$ cat src/verilog/sbt_pkg.sv
// Package of constants and types for the sixteen-bit interval timer.
package sbt_pkg;

    // ------------------------------------------------------------------
    // Register map (byte addresses on APB)
    // ------------------------------------------------------------------
    localparam logic [7:0] ctrl_addr   = 8'h00;
    localparam logic [7:0] count_addr  = 8'h04;
    localparam logic [7:0] period_addr = 8'h08;
    localparam logic [7:0] irq_addr    = 8'h0c;
    localparam logic [7:0] status_addr = 8'h10;

    // ------------------------------------------------------------------
    // Field positions and reset values
    // ------------------------------------------------------------------
    localparam int run_pos      = 15;
    localparam int idle_pos     = 13;
    localparam int gate_pos     = 6;
    localparam int ps_lo_pos    = 4;
    localparam int sync_pos     = 2;
    localparam int src_pos      = 1;
    localparam int ien_pos      = 0;
    localparam int prio_lo_pos  = 4;
    localparam logic [15:0] ctrl_reset   = 16'h0000;
    localparam logic [15:0] period_reset = 16'hffff;
    localparam logic [2:0]  prio_reset   = 3'h4;

    // ------------------------------------------------------------------
    // Prescale codes and divide counts
    // ------------------------------------------------------------------
    localparam logic [1:0] ps_div1   = 2'h0;
    localparam logic [1:0] ps_div8   = 2'h1;
    localparam logic [1:0] ps_div64  = 2'h2;
    localparam logic [1:0] ps_div256 = 2'h3;
    localparam logic [7:0] div1_last   = 8'h00;
    localparam logic [7:0] div8_last   = 8'h07;
    localparam logic [7:0] div64_last  = 8'h3f;
    localparam logic [7:0] div256_last = 8'hff;

    // Counting modes.
    typedef enum logic [1:0] {sbt_mode_timer, sbt_mode_sync, sbt_mode_async} sbt_mode_t;

    // Control fields as one carrier.
    typedef struct packed {
        logic       count_run_bit;
        logic       idle_halt_select;
        logic       gated_accum_enable;
        logic [1:0] prescale_select;
        logic       external_sync_select;
        logic       clock_source_select;
    } sbt_ctrl_t;

    // Interrupt request towards the interrupt controller.
    typedef struct packed {
        logic       req;
        logic [2:0] priority_level;
    } sbt_irq_t;

endpackage

$ cat src/verilog/sbt_timer.sv
// Sixteen-bit interval timer with APB register access.
//
// Local design decisions: the placing of the registers and the APB register port.

// ------------------------------------------------------------------
// Timer module
// ------------------------------------------------------------------
module sbt_timer (
    // Clock and reset
    input  wire logic            sys_clk,
    input  wire logic            reset_n,
    // APB slave
    input  wire logic            psel,
    input  wire logic            penable,
    input  wire logic            pwrite,
    input  wire logic [7:0]      paddr,
    input  wire logic [31:0]     pwdata,
    output logic      [31:0]     prdata,
    output logic                 pready,
    output logic                 pslverr,
    // External pins and power state
    input  wire logic            external_count_pin,
    input  wire logic            gate_pin,
    input  wire logic            cpu_idle,
    // Interrupt request
    output sbt_pkg::sbt_irq_t    irq
);

    // ------------------------------------------------------------------
    // State
    // ------------------------------------------------------------------
    // Control and period registers as software sees them.
    sbt_pkg::sbt_ctrl_t ctrl, next_ctrl;
    logic [15:0] count, next_count;
    logic [15:0] period_value_reg, next_period;
    logic        timer_irq_enable, next_ien;
    logic [2:0]  timer_irq_priority, next_prio;
    logic        irq_flag, next_irq_flag;
    logic        match_pend, next_match_pend;
    logic [7:0]  prescale, next_prescale;
    // Pin synchroniser chains and edge history.
    logic [1:0]  ext_sync, gate_sync;
    logic [1:0]  next_ext_sync, next_gate_sync;
    logic        ext_prev, gate_prev;
    logic        next_ext_prev, next_gate_prev;
    // Bus decode, read data and the read wait state.
    logic        rd_wait, next_rd_wait;
    logic [31:0] next_prdata;
    logic        wr_acc, rd_acc, addr_ok;
    logic        ext_rise, gate_fall, src_tick, gate_open, count_tick, active;
    sbt_pkg::sbt_mode_t mode;

    // Prescale code to last value of the divider.
    // The divider counts from zero up to this value, so a ratio of n ends at n minus one.
    function automatic logic [7:0] div_last(input logic [1:0] code);
        unique case (code)
            sbt_pkg::ps_div1:   div_last = sbt_pkg::div1_last;
            sbt_pkg::ps_div8:   div_last = sbt_pkg::div8_last;
            sbt_pkg::ps_div64:  div_last = sbt_pkg::div64_last;
            sbt_pkg::ps_div256: div_last = sbt_pkg::div256_last;
        endcase
    endfunction

    // Write strobe of one register. The counter and the register file both decode
    // writes, so they share this helper and cannot disagree on an address.
    function automatic logic wr_hit(input logic       acc,
                                    input logic [7:0] addr,
                                    input logic [7:0] reg_addr);
        wr_hit = acc && (addr == reg_addr);
    endfunction

    // ------------------------------------------------------------------
    // Pin synchronisers
    // ------------------------------------------------------------------
    // Both pins pass two flops; only the second stage is read further on.
    always_comb begin
        next_ext_sync  = {ext_sync[0], external_count_pin};
        next_gate_sync = {gate_sync[0], gate_pin};
        next_ext_prev  = ext_sync[1];
        next_gate_prev = gate_sync[1];
    end

    // History resets to the idle low level of both pins, so no false edge follows reset.
    always_ff @(posedge sys_clk) begin
        if (!reset_n) begin
            ext_sync  <= 2'h0;
            gate_sync <= 2'h0;
            ext_prev  <= 1'b0;
            gate_prev <= 1'b0;
        end else begin
            ext_sync  <= next_ext_sync;
            gate_sync <= next_gate_sync;
            ext_prev  <= next_ext_prev;
            gate_prev <= next_gate_prev;
        end
    end

    // ------------------------------------------------------------------
    // Tick generation
    // ------------------------------------------------------------------
    // With one clock domain the asynchronous mode still samples the pin; it differs
    // from sync mode only in that it keeps counting while the CPU idles with halt set,
    // as a counter on its own pin clock would in Sleep.
    // An external edge reaches the counter three clocks after the pin rises, so pulses
    // must stay high and low for longer than one clock each.
    always_comb begin
        ext_rise  = ext_sync[1] & ~ext_prev;
        gate_fall = ~gate_sync[1] & gate_prev;
        if (!ctrl.clock_source_select) begin
            mode = sbt_pkg::sbt_mode_timer;
        end else if (ctrl.external_sync_select) begin
            mode = sbt_pkg::sbt_mode_sync;
        end else begin
            mode = sbt_pkg::sbt_mode_async;
        end
        src_tick  = (mode == sbt_pkg::sbt_mode_timer) ? 1'b1 : ext_rise;
        // Gate only applies to the internal source.
        gate_open = ctrl.clock_source_select | ~ctrl.gated_accum_enable
                    | gate_sync[1];
        active    = ctrl.count_run_bit
                    & ~(cpu_idle & ctrl.idle_halt_select
                        & (mode != sbt_pkg::sbt_mode_async));
        // The counter advances once per completed prescale interval.
        count_tick = active & src_tick & gate_open
                     & (prescale == div_last(ctrl.prescale_select));
    end

    // ------------------------------------------------------------------
    // Counter, prescaler and interrupt flag
    // ------------------------------------------------------------------
    // A count write wins over a tick in the same cycle, so software reads back what it wrote.
    // The pending-match bit lets the count show the period value for one whole tick
    // before it wraps, instead of skipping it.
    always_comb begin
        next_prescale   = prescale;
        next_count      = count;
        next_match_pend = match_pend;
        next_irq_flag   = irq_flag;
        // A closed gate freezes the prescaler too, so a gated interval resumes where it stopped.
        if (active && src_tick && gate_open) begin
            next_prescale = count_tick ? 8'h00 : 8'(prescale + 8'h01);
        end
        // A stopped timer restarts with a full prescale interval.
        if (!ctrl.count_run_bit) begin
            next_prescale = 8'h00;
        end
        if (count_tick) begin
            if (match_pend) begin
                next_count      = 16'h0000;
                next_match_pend = 1'b0;
            end else begin
                next_count = 16'(count + 16'h0001);
            end
        end
        if (wr_hit(wr_acc, paddr, sbt_pkg::count_addr)) begin
            next_count      = pwdata[15:0];
            next_match_pend = 1'b0;
        end
        // Software clears by writing one to the status bit.
        if (wr_hit(wr_acc, paddr, sbt_pkg::status_addr) && pwdata[0]) begin
            next_irq_flag = 1'b0;
        end
        // A new match or gate event wins over a clear in the same cycle.
        if (count_tick && !match_pend && next_count == period_value_reg) begin
            next_match_pend = 1'b1;
            next_irq_flag   = 1'b1;
        end
        // A gate event is only taken while the timer runs on the internal source.
        if (gate_fall && ctrl.gated_accum_enable && !ctrl.clock_source_select
            && ctrl.count_run_bit) begin
            next_irq_flag = 1'b1;
        end
    end

    // Counter state registers.
    always_ff @(posedge sys_clk) begin
        if (!reset_n) begin
            prescale   <= 8'h00;
            count      <= 16'h0000;
            match_pend <= 1'b0;
            irq_flag   <= 1'b0;
        end else begin
            prescale   <= next_prescale;
            count      <= next_count;
            match_pend <= next_match_pend;
            irq_flag   <= next_irq_flag;
        end
    end

    // ------------------------------------------------------------------
    // APB register file
    // ------------------------------------------------------------------
    // Writes finish in their first access cycle. Reads take one wait state: the first
    // access cycle loads prdata into its flop, so the data already stands when pready
    // is seen high in the second, at the cost of one cycle per read.
    always_comb begin
        addr_ok = (paddr == sbt_pkg::ctrl_addr) || (paddr == sbt_pkg::count_addr)
                  || (paddr == sbt_pkg::period_addr) || (paddr == sbt_pkg::irq_addr)
                  || (paddr == sbt_pkg::status_addr);
        wr_acc  = psel & penable & pwrite & addr_ok;
        rd_acc  = psel & penable & ~pwrite;
        pready  = ~rd_acc | rd_wait;
        pslverr = psel & penable & ~addr_ok;
        next_rd_wait = rd_acc & ~rd_wait;
    end

    // Register writes and read-data capture; unused bits read back as zero.
    always_comb begin
        next_ctrl   = ctrl;
        next_period = period_value_reg;
        next_ien    = timer_irq_enable;
        next_prio   = timer_irq_priority;
        next_prdata = prdata;
        if (wr_hit(wr_acc, paddr, sbt_pkg::ctrl_addr)) begin
            next_ctrl.count_run_bit        = pwdata[sbt_pkg::run_pos];
            next_ctrl.idle_halt_select     = pwdata[sbt_pkg::idle_pos];
            next_ctrl.gated_accum_enable   = pwdata[sbt_pkg::gate_pos];
            next_ctrl.prescale_select      = pwdata[sbt_pkg::ps_lo_pos +: 2];
            next_ctrl.external_sync_select = pwdata[sbt_pkg::sync_pos];
            next_ctrl.clock_source_select  = pwdata[sbt_pkg::src_pos];
        end
        if (wr_hit(wr_acc, paddr, sbt_pkg::period_addr)) begin
            next_period = pwdata[15:0];
        end
        if (wr_hit(wr_acc, paddr, sbt_pkg::irq_addr)) begin
            next_ien  = pwdata[sbt_pkg::ien_pos];
            next_prio = pwdata[sbt_pkg::prio_lo_pos +: 3];
        end
        // Only the first cycle of a read loads prdata; the wait cycle holds it.
        if (rd_acc && !rd_wait) begin
            next_prdata = 32'h0000_0000;
            unique case (paddr)
                sbt_pkg::ctrl_addr: begin
                    next_prdata[sbt_pkg::run_pos]        = ctrl.count_run_bit;
                    next_prdata[sbt_pkg::idle_pos]       = ctrl.idle_halt_select;
                    next_prdata[sbt_pkg::gate_pos]       = ctrl.gated_accum_enable;
                    next_prdata[sbt_pkg::ps_lo_pos +: 2] = ctrl.prescale_select;
                    next_prdata[sbt_pkg::sync_pos]       = ctrl.external_sync_select;
                    next_prdata[sbt_pkg::src_pos]        = ctrl.clock_source_select;
                end
                sbt_pkg::count_addr:  next_prdata[15:0] = count;
                sbt_pkg::period_addr: next_prdata[15:0] = period_value_reg;
                sbt_pkg::irq_addr: begin
                    next_prdata[sbt_pkg::ien_pos]          = timer_irq_enable;
                    next_prdata[sbt_pkg::prio_lo_pos +: 3] = timer_irq_priority;
                end
                sbt_pkg::status_addr: next_prdata[0] = irq_flag;
                default:              next_prdata = 32'h0000_0000;
            endcase
        end
    end

    // Register file flops; prdata holds between reads.
    always_ff @(posedge sys_clk) begin
        if (!reset_n) begin
            ctrl               <= sbt_pkg::sbt_ctrl_t'(sbt_pkg::ctrl_reset[6:0]);
            period_value_reg   <= sbt_pkg::period_reset;
            timer_irq_enable   <= 1'b0;
            timer_irq_priority <= sbt_pkg::prio_reset;
            prdata             <= 32'h0000_0000;
            rd_wait            <= 1'b0;
        end else begin
            ctrl               <= next_ctrl;
            period_value_reg   <= next_period;
            timer_irq_enable   <= next_ien;
            timer_irq_priority <= next_prio;
            prdata             <= next_prdata;
            rd_wait            <= next_rd_wait;
        end
    end

    // ------------------------------------------------------------------
    // Interrupt output
    // ------------------------------------------------------------------
    // The request is a level that stays until software clears the status bit.
    // Clearing the enable hides it without losing the flag.
    always_comb begin
        irq.req            = irq_flag & timer_irq_enable;
        irq.priority_level = timer_irq_priority;
    end

endmodule

$ cat config.mk
export PLATFORM = sky130hd
export DESIGN_NAME = sbt_timer
export DESIGN_NICKNAME = d
export VERILOG_FILES = /design/src/verilog/sbt_pkg.sv /design/src/verilog/sbt_timer.sv
export SDC_FILE = /design/constraint.sdc
export NUM_CORES = 1
export LEC_CHECK = 0
export BUFFER_PORTS_ARGS = -buffer_cell sky130_fd_sc_hd__buf_4
export CAP_MARGIN = 20
export CORE_AREA = 2 2 109 132
export DETAILED_ROUTE_END_ITERATION = 7
export DIE_AREA = 0 0 111 134
export SYNTH_ARGS = -nofsm -noshare
export SYNTH_HDL_FRONTEND = slang
export SYNTH_SLANG_ARGS = --single-unit
$ cat constraint.sdc
create_clock -name sys_clk -period 3.99 [get_ports sys_clk]
set_input_delay 0.5985 -clock sys_clk [delete_from_list [all_inputs] [get_ports sys_clk]]
set_output_delay 0.5985 -clock sys_clk [all_outputs]
set_load 0.01 [all_outputs]
==> impl_metrics.env <==
export IMPL_synthTopCellsByArea="dfxtp_1 32%, nand2_1 6.0%, nor2_1 4.7%, nand3_1 4.4%, a21oi_1 3.8%"
export IMPL_gp_congestion=0.9683
export IMPL_grt_start_max_net_pins=38
export IMPL_synth_warnings=0
export IMPL_post_cts_buffers=0
export IMPL_worst_pin_slew_ns=0.8641
export IMPL_rsz0062_at_grt="no"
export IMPL_die_h_um=134
export IMPL_post_cts_resized=0
export IMPL_cap_violations=0
export IMPL_drive_gt1_frac=0.1692
export IMPL_ff_latch_area_mm2=0.001521
export IMPL_setup_worst_path_class="register to register"
export IMPL_synth_seq_area_share=0.3242
export IMPL_antenna_found_initial=0
export IMPL_dr_first_iter_drc_count=483
export IMPL_required_ns=4.26
export IMPL_drc_errors=0
export IMPL_synth_top_area_cell="dfxtp_1"
export IMPL_multiInputGateArea_mm2=0.002783
export IMPL_cts_root_buf="clkbuf_16"
export IMPL_place_hpwl_um=11880
export IMPL_cts_buffers=9
export IMPL_netlist_area_mm2=0.004693
export IMPL_finalSetupTns_ns=0
export IMPL_post_route_period_util=0.8213
export IMPL_postPlaceCellArea_mm2=0.005096
export IMPL_worstSkewPairLatency_ns=0.34
export IMPL_setup_viol=0
export IMPL_clk_path_buf_depth=2
export IMPL_std_cell_rows=47
export IMPL_ant_nets=0
export IMPL_die_area_mm2=0.01487
export IMPL_startpoint_type="register"
export IMPL_drtPass1Iterations=5
export IMPL_leakage_uw=0.002133
export IMPL_avgSynthCellArea_um2=7.732
export IMPL_synth_seq_cells=76
export IMPL_hold_viol_final=0
export IMPL_hold_ws_ns=0.4317
export IMPL_grt_pass1_vias=4539
export IMPL_synth_edf_count=0
export IMPL_synth_top_area_frac=0.3242
export IMPL_hold_class="register to register"
export IMPL_critical_path_max_fanout=7
export IMPL_synth_distinct_cells=75
export IMPL_clkTransAtPathRegs_ns=0.06
export IMPL_postCtsHoldBufs=0
export IMPL_totalWireLength_um=16060
export IMPL_outcome="finished, final reports clean"
export IMPL_io_pin_count=86
export IMPL_htree_levels=3
export IMPL_post_route_min_period_ns=3.277
export IMPL_fmax_ghz=0.3052
export IMPL_n_fill_cell=1367
export IMPL_via_per_inst=5.881
export IMPL_antenna_diode_count=0
export IMPL_finClkSkew_ns=0.006283
export IMPL_setup_slack_ns=0.7132
export IMPL_grt_ovfl_total=0
export IMPL_maxSlewHeadroom=0.4236
export IMPL_grtUsageTotal=0.2149
export IMPL_grt_pass1_wl_um=24990
export IMPL_num_vias=4828
export IMPL_initial_core_util=0.3455
export IMPL_cts_tree="done"
export IMPL_core_area_mm2=0.01358
export IMPL_ir_worst_vdd_v=0.0001883
export IMPL_dp_slack_ns=0.4539
export IMPL_port_buffers=53
export IMPL_cp_end_kind="register"
export IMPL_clkSinkCount=76
export IMPL_design_area_mm2=0.005435
export IMPL_die_w_um=111
export IMPL_syn_instance_count=607
export IMPL_finalMaxSlewViolations=0
export IMPL_synth_flop_cell="dfxtp_1"
export IMPL_wl_per_cell_um=19.57
export IMPL_powerDensity_mw_per_mm2=350.7
export IMPL_layout_nets=696
export IMPL_area_growth_syn_to_layout_pct=15.81
export IMPL_postSynth_asyncResetShare=0
export IMPL_crit_arrival_ns=3.55
-- per-stage QoR --
step | util | std cells | power, uW
2_1_floorplan | - | 622 | 921.1
3_3_place_gp | 0.3752 | 806 | 978.0
3_5_place_dp | 0.3752 | 806 | 979.3
4_1_cts | 0.4001 | 821 | 1917
5_1_grt | 0.4001 | 821 | 1971
6_report | 0.4001 | 821 | 1906
-- path summary, 6_finish.rpt --
kind	slack [ns]	startpoint	depth (start not counted)	to
worst max-delay path	0.71	count[1]$_SDFF_PN0_	11	match_pend$_SDFFE_PN0P_
worst min-delay path	0.43	ext_sync[0]$_SDFF_PN0_	1	ext_sync[1]$_SDFF_PN0_
worst max register to register	0.71	count[1]$_SDFF_PN0_	11	match_pend$_SDFFE_PN0P_
worst min register to register	0.43	ext_sync[0]$_SDFF_PN0_	1	ext_sync[1]$_SDFF_PN0_
-- cells by family after synthesis --
group / share of synthesized area
AND/OR/NAND/NOR: 0.3098
AO/OA/AOI/OAI: 0.2127
flip-flops: 0.3242
buffers and inverters: 0.09491
XOR/XNOR: 0.03919
multiplexers: 0.01306
adder cells (fa/ha/maj): 0.005331
other: 0.0007990
-- final cells by class --
type,instances,share of cell area
clock buffer,9,0.04144
clock inverter,6,0.02095
inverter,18,0.01243
multi-input combinational,473,0.5120
sequential,76,0.2799
tap,171,0.03936
timing repair buffer,68,0.09392
-- power by group --
| group | internal (uW) | switching, uW |
|---|---|---|
| registers | 776 | 27.7 |
| clock network | 608 | 332 |
| logic | 69.7 | 92.0 |
| total | 1450 | 452 |
-- critical path, cell delays in order (launching register included) --
cell and delay [ns]:
dfxtp_1 0.30, buf_4 0.17, ha_1 0.31, nand4_1 0.24, nor3_1 0.49, xnor2_1 0.12, o2111ai_1 0.19, o31ai_1 0.10
or4_2 0.66, nor3_1 0.28, o2111ai_1 0.22, o21ai_0 0.12
-- synth_stat cells (11+ instances only) --
| library cell | instances |
|---|---|
| dfxtp_1 | 76 |
| nand3_1 | 41 |
| a221oi_1 | 15 |
| nor3_1 | 27 |
| o211ai_1 | 11 |
| a21oi_1 | 36 |
| nand2_1 | 75 |
| buf_4 | 17 |
| and2_1 | 13 |
| nor2_1 | 59 |
| clkbuf_1 | 24 |
| inv_1 | 16 |
| o21ai_0 | 24 |
| xor2_1 | 17 |
-- routing by layer --
layer,global-route usage,share of wire
met3,0.03118,0.055
met2,0.3626,0.48
met1,0.2592,0.41
met5,0,0
met4,0.1313,0.049
-- cell usage in the layout, fill, tap and decap left out, types with 3 or more instances in the layout --
master and count:
o21ai_0 24, nor2_1 59, nor2b_1 6, conb_1 16
o221ai_1 3, o211ai_1 11, xor2_1 17, and4_1 5
a21oi_1 36, a22o_1 3, inv_1 16, a221oi_1 15
nand2_1 75, a211oi_1 7, or4_2 5, clkbuf_16 9
or2_2 3, mux2i_1 5, o22ai_1 4, nor4_1 9
nand3_1 41, nor3_1 27, xnor2_1 4, and2_1 13
bufinv_16 3, buf_4 68, a31oi_1 9, dfxtp_1 76
o2111ai_1 6, and3_1 5, nand4_1 9, a22oi_1 4
(Power assumes the default switching activity.)
